$ cat config.mk
export PLATFORM = sky130hd
export DESIGN_NAME = uepmc_top
export DESIGN_NICKNAME = d
export VERILOG_FILES = /design/src/uepmc_pkg.sv /design/src/uepmc_top.sv
export SDC_FILE = /design/constraint.sdc
export NUM_CORES = 1
export LEC_CHECK = 0
export ABC_AREA = 1
export BUFFER_PORTS_ARGS = -buffer_cell sky130_fd_sc_hd__buf_2
export CAP_MARGIN = 30
export CELL_PAD_IN_SITES_DETAIL_PLACEMENT = 1
export CELL_PAD_IN_SITES_GLOBAL_PLACEMENT = 1
export CORE_AREA = 2 2 173 175
export DETAILED_ROUTE_END_ITERATION = 6
export DIE_AREA = 0 0 175 177
export PLACE_DENSITY = 0.91
export SLEW_MARGIN = 0
export SYNTH_ARGS = -nofsm -noshare
export SYNTH_HDL_FRONTEND = slang
export SYNTH_SLANG_ARGS = --single-unit
$ cat constraint.sdc
create_clock -name CLK -period 2.5 [get_ports CLK]
set_input_delay 0.25 -clock CLK [delete_from_list [all_inputs] [get_ports CLK]]
set_output_delay 0.25 -clock CLK [all_outputs]
set_load 0.1 [all_outputs]
$ cat src/uepmc_pkg.sv
// Constants and types for the endpoint mode and byte-count block.
package uepmc_pkg;
	// ----------------------------------------------------------------
	// Register map and FIFO windows
	// ----------------------------------------------------------------
	localparam logic [7:0] DEV_ADDR_OFS = 8'h10;
	localparam logic [7:0] CTRL_CNT_OFS = 8'h11;
	localparam logic [7:0] CTRL_MODE_OFS = 8'h12;
	localparam logic [7:0] DATA_CNT_OFS = 8'h13;
	localparam logic [7:0] DATA_MODE_OFS = 8'h14;
	localparam logic [7:0] DATA_FIFO_BASE = 8'hF0;
	localparam logic [7:0] CTRL_FIFO_BASE = 8'hF8;
	localparam int FIFO_BYTES = 16;
	localparam int IDX_CTRL_BIT = 3;
	// ----------------------------------------------------------------
	// Field positions, masks and codes
	// ----------------------------------------------------------------
	localparam int SETUP_BIT = 7;
	localparam int IN_BIT = 6;
	localparam int OUT_BIT = 5;
	localparam int ACKED_BIT = 4;
	localparam int STALL_BIT = 7;
	localparam int TOGGLE_BIT = 7;
	localparam int VALID_BIT = 6;
	localparam int ADDR_EN_BIT = 7;
	localparam logic [7:0] DATA_MODE_WMASK = 8'h9F;
	localparam logic [7:0] CNT_WMASK = 8'hCF;
	localparam logic [3:0] MODE_NAK_ALL = 4'h1;
	localparam logic [3:0] MODE_ACK_OUT = 4'hB;
	localparam logic [3:0] MODE_ACK_IN = 4'hF;
	localparam logic [3:0] CRC_BYTES = 4'h2;
	localparam logic [3:0] CTRL_EP = 4'h0;
	localparam logic [3:0] DATA_EP = 4'h1;

	typedef enum logic [1:0] {
		PID_OUT = 2'h0,
		PID_IN = 2'h1,
		PID_SETUP = 2'h2
	} uepmc_pid_type;

	typedef enum logic [1:0] {
		HS_NONE = 2'h0,
		HS_ACK = 2'h1,
		HS_NAK = 2'h2,
		HS_STALL = 2'h3
	} uepmc_hs_type;

	typedef struct packed {
		logic valid;
		logic [6:0] addr;
		logic [3:0] ep;
		uepmc_pid_type pid;
	} uepmc_tok_type;

	typedef struct packed {
		logic valid;
		logic [3:0] ep;
		uepmc_pid_type pid;
		logic acked;
		logic toggle;
		logic data_ok;
		logic [3:0] bytes;
	} uepmc_done_type;

	typedef struct packed {
		logic wr;
		logic [3:0] idx;
		logic [7:0] data;
	} uepmc_fifo_type;

	typedef struct packed {
		logic [7:0] dev_addr;
		logic [7:0] ctrl_cnt;
		logic [7:0] ctrl_mode;
		logic [7:0] data_cnt;
		logic [7:0] data_mode;
		logic [FIFO_BYTES-1:0][7:0] fifo;
		logic mode_lock;
		logic cnt_lock;
		logic setup_force;
		logic [7:0] rdata;
		logic [7:0] eng_rdata;
	} uepmc_state_type;
endpackage : uepmc_pkg

$ cat src/uepmc_top.sv
// Endpoint mode, status, byte-count registers and endpoint FIFOs.
`timescale 1ns/1ns
module uepmc_top (
	input wire logic CLK,
	input wire logic RST_N,
	input wire logic USB_BUS_RESET,
	input wire logic [7:0] REG_ADDR,
	input wire logic [7:0] REG_WDATA,
	input wire logic REG_WR,
	input wire logic REG_RD,
	output logic [7:0] REG_RDATA,
	input wire uepmc_pkg::uepmc_tok_type TOKEN,
	output uepmc_pkg::uepmc_hs_type HANDSHAKE,
	input wire logic ENG_SETUP_START,
	input wire logic ENG_ACK_START,
	input wire uepmc_pkg::uepmc_done_type ENG_DONE,
	input wire uepmc_pkg::uepmc_fifo_type ENG_FIFO,
	output logic [7:0] ENG_FIFO_RDATA,
	output logic [7:0] CTRL_COUNT,
	output logic [7:0] DATA_COUNT
);
	// ----------------------------------------------------------------
	// Functions
	// ----------------------------------------------------------------
	function automatic uepmc_pkg::uepmc_hs_type hs_for(
		input logic [3:0] mode,
		input logic stall,
		input uepmc_pkg::uepmc_pid_type pid
	);
		uepmc_pkg::uepmc_hs_type r;
		r = uepmc_pkg::HS_NONE;
		case (pid)
			uepmc_pkg::PID_SETUP:
			begin
				if (mode == uepmc_pkg::MODE_NAK_ALL ||
					mode == uepmc_pkg::MODE_ACK_OUT ||
					mode == uepmc_pkg::MODE_ACK_IN)
					r = uepmc_pkg::HS_ACK;
			end
			uepmc_pkg::PID_OUT:
			begin
				if (mode == uepmc_pkg::MODE_ACK_OUT)
					r = stall ? uepmc_pkg::HS_STALL : uepmc_pkg::HS_ACK;
				else if (mode == uepmc_pkg::MODE_NAK_ALL ||
					mode == uepmc_pkg::MODE_ACK_IN)
					r = uepmc_pkg::HS_NAK;
			end
			uepmc_pkg::PID_IN:
			begin
				if (mode == uepmc_pkg::MODE_ACK_IN)
					r = stall ? uepmc_pkg::HS_STALL : uepmc_pkg::HS_ACK;
				else if (mode == uepmc_pkg::MODE_NAK_ALL ||
					mode == uepmc_pkg::MODE_ACK_OUT)
					r = uepmc_pkg::HS_NAK;
			end
			default:
			begin
				r = uepmc_pkg::HS_NONE;
			end
		endcase
		return r;
	endfunction : hs_for

	// Mode byte after a finished transaction, shared by both endpoints.
	function automatic logic [7:0] mode_done(
		input logic [7:0] m,
		input uepmc_pkg::uepmc_done_type d
	);
		logic [7:0] r;
		r = m;
		r[uepmc_pkg::ACKED_BIT] = d.acked;
		if (d.acked && d.pid == uepmc_pkg::PID_OUT &&
			m[3:0] == uepmc_pkg::MODE_ACK_OUT)
			r[3:0] = uepmc_pkg::MODE_NAK_ALL;
		return r;
	endfunction : mode_done

	// Count byte after a received OUT or SETUP data packet.
	function automatic logic [7:0] cnt_done(
		input logic [7:0] c,
		input uepmc_pkg::uepmc_done_type d
	);
		logic [7:0] r;
		r = c;
		r[uepmc_pkg::TOGGLE_BIT] = d.toggle;
		r[uepmc_pkg::VALID_BIT] = d.data_ok;
		r[3:0] = d.bytes + uepmc_pkg::CRC_BYTES;
		return r;
	endfunction : cnt_done

	// ----------------------------------------------------------------
	// State
	// ----------------------------------------------------------------
	uepmc_pkg::uepmc_state_type s_reg;
	uepmc_pkg::uepmc_state_type s_next;
	logic [3:0] cpu_idx;
	logic cpu_fifo;
	logic done_ctrl;
	logic done_data;
	logic rx_pid;
	logic addr_hit;

	assign cpu_idx = REG_ADDR[3:0];
	assign cpu_fifo = REG_ADDR >= uepmc_pkg::DATA_FIFO_BASE;
	assign done_ctrl = ENG_DONE.valid && ENG_DONE.ep == uepmc_pkg::CTRL_EP;
	assign done_data = ENG_DONE.valid && ENG_DONE.ep == uepmc_pkg::DATA_EP;
	assign rx_pid = ENG_DONE.pid != uepmc_pkg::PID_IN;
	assign addr_hit = s_reg.dev_addr[uepmc_pkg::ADDR_EN_BIT] &&
		TOKEN.addr == s_reg.dev_addr[6:0];

	// ----------------------------------------------------------------
	// Handshake choice
	// ----------------------------------------------------------------
	always_comb
	begin
		HANDSHAKE = uepmc_pkg::HS_NONE;
		if (TOKEN.valid && addr_hit)
		begin
			if (TOKEN.ep == uepmc_pkg::CTRL_EP)
				HANDSHAKE = hs_for(s_reg.ctrl_mode[3:0], 1'b0, TOKEN.pid);
			else if (TOKEN.ep == uepmc_pkg::DATA_EP)
				HANDSHAKE = hs_for(s_reg.data_mode[3:0],
					s_reg.data_mode[uepmc_pkg::STALL_BIT], TOKEN.pid);
		end
	end

	// ----------------------------------------------------------------
	// Next state
	// ----------------------------------------------------------------
	// CPU effects are applied first, then engine events, then bus reset, so an engine
	// set or lock in the same cycle as a CPU clear or unlock wins.
	always_comb
	begin
		s_next = s_reg;
		s_next.rdata = 8'h00;
		s_next.eng_rdata = s_reg.fifo[ENG_FIFO.idx];
		if (REG_RD)
		begin
			case (REG_ADDR)
				uepmc_pkg::DEV_ADDR_OFS: s_next.rdata = s_reg.dev_addr;
				uepmc_pkg::CTRL_CNT_OFS:
				begin
					s_next.rdata = s_reg.ctrl_cnt;
					s_next.cnt_lock = 1'b0;
				end
				uepmc_pkg::CTRL_MODE_OFS:
				begin
					s_next.rdata = s_reg.ctrl_mode;
					s_next.mode_lock = 1'b0;
				end
				uepmc_pkg::DATA_CNT_OFS: s_next.rdata = s_reg.data_cnt;
				uepmc_pkg::DATA_MODE_OFS: s_next.rdata = s_reg.data_mode;
				default:
				begin
					if (cpu_fifo)
						s_next.rdata = s_reg.fifo[cpu_idx];
				end
			endcase
		end
		if (REG_WR)
		begin
			case (REG_ADDR)
				uepmc_pkg::DEV_ADDR_OFS: s_next.dev_addr = REG_WDATA;
				uepmc_pkg::CTRL_CNT_OFS:
				begin
					if (!s_reg.cnt_lock)
						s_next.ctrl_cnt = REG_WDATA & uepmc_pkg::CNT_WMASK;
				end
				uepmc_pkg::CTRL_MODE_OFS:
				begin
					if (!s_reg.mode_lock)
						s_next.ctrl_mode = {s_reg.setup_force, 3'h0,
							REG_WDATA[3:0]};
				end
				uepmc_pkg::DATA_CNT_OFS:
					s_next.data_cnt = REG_WDATA & uepmc_pkg::CNT_WMASK;
				uepmc_pkg::DATA_MODE_OFS:
					s_next.data_mode = REG_WDATA & uepmc_pkg::DATA_MODE_WMASK;
				default:
				begin
					if (cpu_fifo && !(cpu_idx[uepmc_pkg::IDX_CTRL_BIT] &&
						s_reg.ctrl_mode[uepmc_pkg::SETUP_BIT]))
						s_next.fifo[cpu_idx] = REG_WDATA;
				end
			endcase
		end
		if (ENG_FIFO.wr)
			s_next.fifo[ENG_FIFO.idx] = ENG_FIFO.data;
		if (ENG_ACK_START)
			s_next.setup_force = 1'b0;
		if (ENG_SETUP_START)
		begin
			s_next.setup_force = 1'b1;
			s_next.ctrl_mode[uepmc_pkg::SETUP_BIT] = 1'b1;
		end
		if (done_ctrl)
		begin
			s_next.ctrl_mode = mode_done(s_next.ctrl_mode, ENG_DONE);
			s_next.mode_lock = 1'b1;
			case (ENG_DONE.pid)
				uepmc_pkg::PID_SETUP:
					s_next.ctrl_mode[uepmc_pkg::SETUP_BIT] = 1'b1;
				uepmc_pkg::PID_IN:
				begin
					if (ENG_DONE.acked)
						s_next.ctrl_mode[uepmc_pkg::IN_BIT] = 1'b1;
				end
				default:
				begin
					if (ENG_DONE.acked)
						s_next.ctrl_mode[uepmc_pkg::OUT_BIT] = 1'b1;
				end
			endcase
			if (rx_pid)
			begin
				s_next.ctrl_cnt = cnt_done(s_reg.ctrl_cnt, ENG_DONE);
				s_next.cnt_lock = 1'b1;
			end
		end
		if (done_data)
		begin
			s_next.data_mode = mode_done(s_next.data_mode, ENG_DONE);
			if (rx_pid)
				s_next.data_cnt = cnt_done(s_reg.data_cnt, ENG_DONE);
		end
		// A bus reset returns the endpoint logic to its power-up state.
		if (USB_BUS_RESET)
			s_next = '0;
	end

	always_ff @(posedge CLK or negedge RST_N)
	begin
		if (!RST_N)
			s_reg <= '0;
		else
			s_reg <= s_next;
	end

	assign REG_RDATA = s_reg.rdata;
	assign ENG_FIFO_RDATA = s_reg.eng_rdata;
	assign CTRL_COUNT = s_reg.ctrl_cnt;
	assign DATA_COUNT = s_reg.data_cnt;

	logic quiet;
	assign quiet = !ENG_DONE.valid && !ENG_SETUP_START && !USB_BUS_RESET;
endmodule : uepmc_top

==> key figures, run 1 <==
Global routing
  • Antenna violations before repair: 1
  • Total grt overflow: 0
  • GRT met3 Usage: between 8 and 9%
  • Grt met1 use: about half
  • Vias in the first global route: approximately 16000
  • Most Crowded Layer GR: met2
  • Largest net degree at the start of global routing: between 70 and 80
  • Met2 global-route usage: between 60% and 70%
  • GR Util All Layers: 41.25%
  • First-pass GRT wire length: approximately 96000 um

Yosys
  • Dominant cell type by area after synthesis: dfrtp_1
  • Asr flop ratio synth: 100.0%
  • Post-synth net total: 2164
  • Cell variety after synth: 34
  • Post-synthesis instance total: ~2100
  • Syn Std Cell Area: 0.01347 mm2
  • Synth Area per Inst: about 6.4 um2
  • Yosys reg bits: ~190
  • Ys flop type: dfrtp_1
  • Most common cell in the netlist: nand2_1
  • Synth warn: 0
  • Post-synth top cells: nand2_1 (666), inv_1 (247), dfrtp_1 (185)
  • EDFF count, synth: 0
  • Sequential area share after synthesis: between 30% and 40%
  • Top-area cell type share of the netlist area: 34.36%
  • Synth area leaders: dfrtp_1 (34%), nand2_1 (19%), inv_1 (6.9%)

Placement
  • Post-Place Worst Slack: 0.2413 ns
  • Placed Instances: approximately 2500
  • Final Wtd Congestion: approximately 1.0
  • Placed cell area: about 0.014 mm2
  • Count of input and output buffers: 97
  • Dpl hpwl: 46010 um

Cells and area
  • Design area: ~0.015 mm2
  • NumNets Final: approximately 2200
  • Area of the multi-input gates: approximately 0.0071 mm2
  • Sequential Area: about 0.0046 mm2
  • Final Non-Filler Cells: approximately 2600
  • Share of layout cells above drive strength 1: between 10% and 20%
  • Ant. Diodes: 0
  • Synth-to-Final Area Change: 11.73%
  • Util after Layout: between 50 and 60%
  • Max reg flops: 153
  • # fillers: about 4000

Detailed routing
  • WL/cell: ~25 um
  • Iteration-0 DRC Markers: about 2100
  • DRC viols: 10
  • Via Count: 16143
  • Routed Antenna Nets: 0
  • DR pass1 iterations: 7
  • Via/cell ratio: approximately 6.3
  • Final WL: around 64000 um

Floorplan
  • Die area: approximately 0.031 mm2
  • Chip width: 175 um
  • I/O Pins: 98
  • Initial core utilization: a little under half
  • Number of cell rows: 63
  • Core area: slightly below 0.03 mm2
  • Die height: 177 um

STA
  • Crit path time final: between 2 and 2.5 ns
  • Final slew viol count: 0
  • Final period utilization: 94.95%
  • Normalized max-slew margin: between 40% and 50%
  • Fmax: approximately 420 MHz
  • Worst setup margin: approximately 0.13 ns
  • Layout Skew: about 0.013 ns
  • Slew @ Worst Pin: about 0.82 ns
  • Setup_tns: 0 ns
  • Hold_ws: around 0.050 ns
  • Hold Vio Cnt, Final: 0
  • RSZ-0062 raised after global routing: no
  • Final Setup Violations: 0

Hold path
  • Hold/Removal Path Class: input port to register

Clock tree
  • Number of CTS-inserted buffers: 17
  • CTS Sinks: 185
  • Clk root buf: clkbuf_16
  • Clk_lat worst skew: around 0.46 ns
  • Worst-path clk slew: 0.08 ns
  • H-tree lvl count: 4
  • Clk buf depth: 2
  • Setup bufs post-CTS: 0
  • CTS tree: built

Setup path
  • CP required: ~2.3 ns
  • Critical Path Source Type: register
  • CP Capture Type: output port
  • Critical setup path kind: register to output port
  • CP Max Fanout: 3
  • Worst Path Arrival: about 2.1 ns
  • Flop2flop setup slack: about 0.15 ns

Run status
  • Status: complete, but fails checks
  • Failing checks: DRC

Power and ir drop
  • Worst vdd ir: approximately 0.44 mV
  • Tot Pwr: between 7 and 8 mW
  • Leakage Power: between 8 and 9 nW
  • Power Density: roughly 480 mW/mm2

Run
  • Max Cap Viol: 0
[metal layers]
layer  routed length, um  vias to the layer above
met5                  13                        -
met1               23910                     7779
met2               27980                     1113
li1                    -                     6942
met4                4858                        2
met3                6988                      307
[cell usage in the layout, fill, tap and decap left out, drive strengths merged, types with 22 or more instances in the layout]
cell	n
nand4	129
dfrtp	185
nand3	185
buf	181
inv	261
nand2	670
a22oi	64
nor2	124
o21ai	160
clkbuf	22
a21oi	136
[logic make-up after synthesis]
group	Yosys count	synth area share, %
AOI/OAI and AO/OA	369	15.04
xor gates and xnor gates	3	0.1951
adders and majority gates	4	0.3715
buffers and inverters	412	13.02
DFF	185	34.36
and+or+nand+nor	1123	37.02
[final timing paths]
kind,start,end,depth (start not counted)
setup / recovery,s_reg[181],HANDSHAKE[1],7
hold / removal,ENG_ACK_START,s_reg[16],4
setup reg to reg,s_reg[170],s_reg[55],8
hold reg to reg,s_reg[16],s_reg[16],2
max in group asynchronous,RST_N,s_reg[23],3
min in group asynchronous,RST_N,CTRL_COUNT[7],2
[cell type report]
cell class                 instances  area share (%)
tap                              390           3.242
clock buffer                      20           2.901
multi-input combinational       1499           47.19
sequential                       185           30.75
clock inverter                    11          0.9309
inverter                         269           6.708
timing repair buffer             184           8.270
[report_power, final]
| group | switching (mW) | total [mW] | leakage, nW | internal, mW |
|---|---|---|---|---|
| combinational | 0.939 | 1.24 | 5.53 | 0.301 |
| sequential | 0.0869 | 3.15 | 2.56 | 3.06 |
| clock | 1.38 | 2.88 | 0.278 | 1.50 |
[critical path: stages, from the launching register on]
cell and delay, ns:
dfrtp_1 0.43, xor2_1 0.17, nor3_1 0.14, nand3_1 0.14
nor2_1 0.14, o21ai_0 0.10, nor2_1 0.10, buf_2 0.43
[what timing repair did]
item	CTS	global route
gates resized for setup	0	2
hold buffers	1	0
endpoints found under the hold margin	58	0
endpoints found under the setup margin	0	2
No activity file was read; power rests on OpenSTA's default activity.
==> run 2, diff against run 1 <==
- BUFFER_PORTS_ARGS: -buffer_cell sky130_fd_sc_hd__buf_2 -> not set
- CORE_AREA: 2 2 173 175 -> 2 2 168 170
- DIE_AREA: 0 0 175 177 -> 0 0 170 172
- DONT_BUFFER_PORTS: not set -> 1
- GPL_ROUTABILITY_DRIVEN: not set -> 1
- PLACE_DENSITY: 0.91 -> 0.92
==> run 2 against run 1 <==
Against the previous run: the run ends with hold timing left; worst setup slack improved by 0.066 ns; count of clock-buffer cells in the layout decreased by 2; core utilization is 0.88 points higher; critical endpoint unchanged; largest power group unchanged.
==> key figures, run 2 (synthesized netlist as in run 1, its figures left out) <==
Placement
  • Placed Instances: 2371 (was 2526)
  • Placed cell area: 0.01375 mm2 (was 0.01446 mm2)
  • Final Wtd Congestion: 1.018 (was 1.036)
  • Count of input and output buffers: 0 (was 97)
  • Dpl hpwl: 40420 um (was 46010 um)

Setup path
  • Crit path largest cell delay: 0.40 ns (was 0.43 ns)
  • CP required: 2.25 ns (about the same)
  • Critical setup path kind: register to output port (unchanged)
  • Worst Path Arrival: 2.06 ns (was 2.12 ns)
  • Critical Path Most Common Cell: nand2_1 (was nor2_1)
  • Crit path cell chain: nand2_1 > nor2_1 > nand2_1 > o21ai_0 > nand2_1 > a31oi_1 > nor2_2 > buf_4 (was xor2_1 > nor3_1 > nand3_1 > nor2_1 > o21ai_0 > nor2_1 > buf_2)
  • Reg2reg path depth: 8 (unchanged)
  • CP Max Fanout: 3 (unchanged)
  • CP max stage cell: dfrtp_1 (unchanged)
  • Critical Path Source Type: register (unchanged)
  • CP Capture Type: output port (unchanged)

Power and ir drop
  • Clock power share: 40.3% (was 39.6%)
  • Power Density: 471.3 mW/mm2 (was 482.4 mW/mm2)
  • Worst vdd ir: 0.4706 mV (was 0.4382 mV)
  • Net Sw Frac: 30.96% (was 33.13%)
  • Flop pwr share: 46.9% (was 43.3%)
  • Net Sw Power: 2.099 mW (was 2.406 mW)
  • Leakage Power: 7.866 nW (was 8.367 nW)
  • Gate power share: 12.8% (was 17.1%)
  • Internal power: 4.680 mW (was 4.857 mW)

Detailed routing
  • DR pass1 iterations: 6 (was 7)
  • DRC viols: 0 (was 10)
  • Via Count: 15837 (was 16143)
  • Final WL: 61640 um (was 63750 um)
  • Routed Antenna Nets: 0 (unchanged)
  • Via/cell ratio: 6.577 (was 6.311)
  • WL/cell: 25.60 um (was 24.92 um)
  • Iteration-0 DRC Markers: 2001 (was 2098)

STA
  • Normalized max-slew margin: 25.45% (was 45.16%)
  • Hold_ws: -0.5298 ns (was 0.04956 ns)
  • Crit path time final: 2.307 ns (was 2.374 ns)
  • Layout Skew: 0.01586 ns (was 0.01345 ns)
  • Final Setup Violations: 0 (unchanged)
  • Final period utilization: 92.30% (was 94.95%)
  • Hold Vio Cnt, Final: 186 (was 0)
  • Setup_tns: 0 ns (unchanged)
  • Slew @ Worst Pin: 1.107 ns (was 0.8175 ns)
  • Final slew viol count: 0 (unchanged)
  • Fmax: 433.4 MHz (was 421.3 MHz)
  • RSZ-0062 raised after global routing: no (unchanged)

Cells and area
  • Max reg flops: 153 (unchanged)
  • Design area: 0.01438 mm2 (was 0.01505 mm2)
  • Final Non-Filler Cells: 2408 (was 2558)
  • Commonest non-fill, non-tap cell in the layout: nand2_1 (unchanged)
  • Util after Layout: 52.35% (was 51.47%)
  • NumNets Final: 2119 (was 2224)
  • # fillers: 3725 (was 4024)
  • Most frequent cells in the layout: nand2_1 (666), inv_1 (246), dfrtp_1 (185), nand3_1 (170), o21ai_0 (159) (unchanged)
  • Share of layout cells above drive strength 1: 8.054% (was 12.68%)
  • Synth-to-Final Area Change: 6.761% (was 11.73%)

Clock tree
  • CTS tree: built (unchanged)
  • Clk root buf: clkbuf_16 (unchanged)
  • Clk buf depth: 2 (unchanged)
  • CTS hold repair buffers: 7 (was 1)
  • Setup bufs post-CTS: 0 (unchanged)
  • CTS Sinks: 185 (unchanged)
  • Number of CTS-inserted buffers: 17 (unchanged)
  • Clk_lat worst skew: 0.47 ns (was 0.46 ns)
  • Worst-path clk slew: 0.08 ns (about the same)
  • Cts repair resizes: 0 (unchanged)
  • H-tree lvl count: 4 (unchanged)

Floorplan
  • Number of cell rows: 61 (was 63)
  • Initial core utilization: 49.03% (was 46.07%)
  • Core area: 0.02748 mm2 (was 0.02924 mm2)
  • Chip width: 170 um (was 175 um)
  • Die area: 0.02924 mm2 (was 0.03098 mm2)
  • Die height: 172 um (was 177 um)
  • I/O Pins: 98 (unchanged)

Run
  • Max Cap Viol: 0 (unchanged)

Global routing
  • Largest net degree at the start of global routing: 186 (was 71)
  • First-pass GRT wire length: 92140 um (was 96110 um)
  • GR Util All Layers: 42.07% (was 41.25%)
  • Total grt overflow: 0 (unchanged)
  • Antenna violations before repair: 3 (was 1)
  • Vias in the first global route: 15881 (was 16182)

Run status
  • Failing checks: hold timing (was DRC)
  • Status: complete, but fails checks (unchanged)

Hold path
  • Hold/Removal Path Class: input port to asynchronous set/reset pin (was input port to register)
run 2: worst paths after layout:
kind,startpoint,slack [ns],endpoint
worst max-delay path,s_reg[147],0.19,HANDSHAKE[1]
worst min-delay path,RST_N,-0.53,DATA_COUNT[3]
worst max register to register,s_reg[119],0.31,REG_RDATA[4]
worst min register to register,s_reg[180],0.54,s_reg[180]
max in group asynchronous,RST_N,2.81,s_reg[45]
min in group CLK,ENG_FIFO[5],-0.01,s_reg[88]
run 2: area by class of cell:
class / instances / area, um2 / area share (%)
diodes: 1 / 2.502 / 0.01740
clock buffers: 18 / 439.2 / 3.053
clock inverters: 11 / 100.1 / 0.6959
inverters: 269 / 1010 / 7.020
multi-input cells: 1499 / 7104 / 49.39
flip-flops and latches: 185 / 4629 / 32.19
well taps: 346 / 432.9 / 3.010
repair buffers: 79 / 665.6 / 4.628
run 2: per-stage QoR:
step           total power, mW  setup slack (ns)
6_report                 6.779            0.1926
5_1_grt                  6.920           0.08290
4_1_cts                  6.707            0.2314
3_5_place_dp             4.006            0.1749
3_3_place_gp             3.970            0.2808
2_1_floorplan            3.836           0.08349
run 2: power by group through the flow:
stage	Sequential (mW)	Clock (mW)	Combinational (mW)
finish	3.18	2.73	0.871
global route	3.18	2.81	0.929
CTS	3.17	2.71	0.830
detailed placement	3.23	0	0.780
global placement	3.22	0	0.747
floorplan	3.16	0	0.675
run 2: metal layers:
| layer | part of all wire [%] | track usage (%) | vias up | wire length (um) |
|---|---|---|---|---|
| met2 | 43 | 65.32 | 1190 | 26540 |
| li1 | - | - | 6731 | - |
| met4 | 8.3 | 30.96 | 2 | 5121 |
| met5 | 0.028 | 0 | - | 17 |
| met3 | 13 | 12.50 | 359 | 7723 |
| met1 | 36 | 49.64 | 7555 | 22240 |
run 2: worst max-delay path: cells and delay by family, from the launching register on:
family | cells | cell delay (ns)
buffers and inverters | 1 | 0.23
flip-flops | 1 | 0.40
AND/OR/NAND/NOR | 5 | 0.63
AO/OA/AOI/OAI | 2 | 0.35
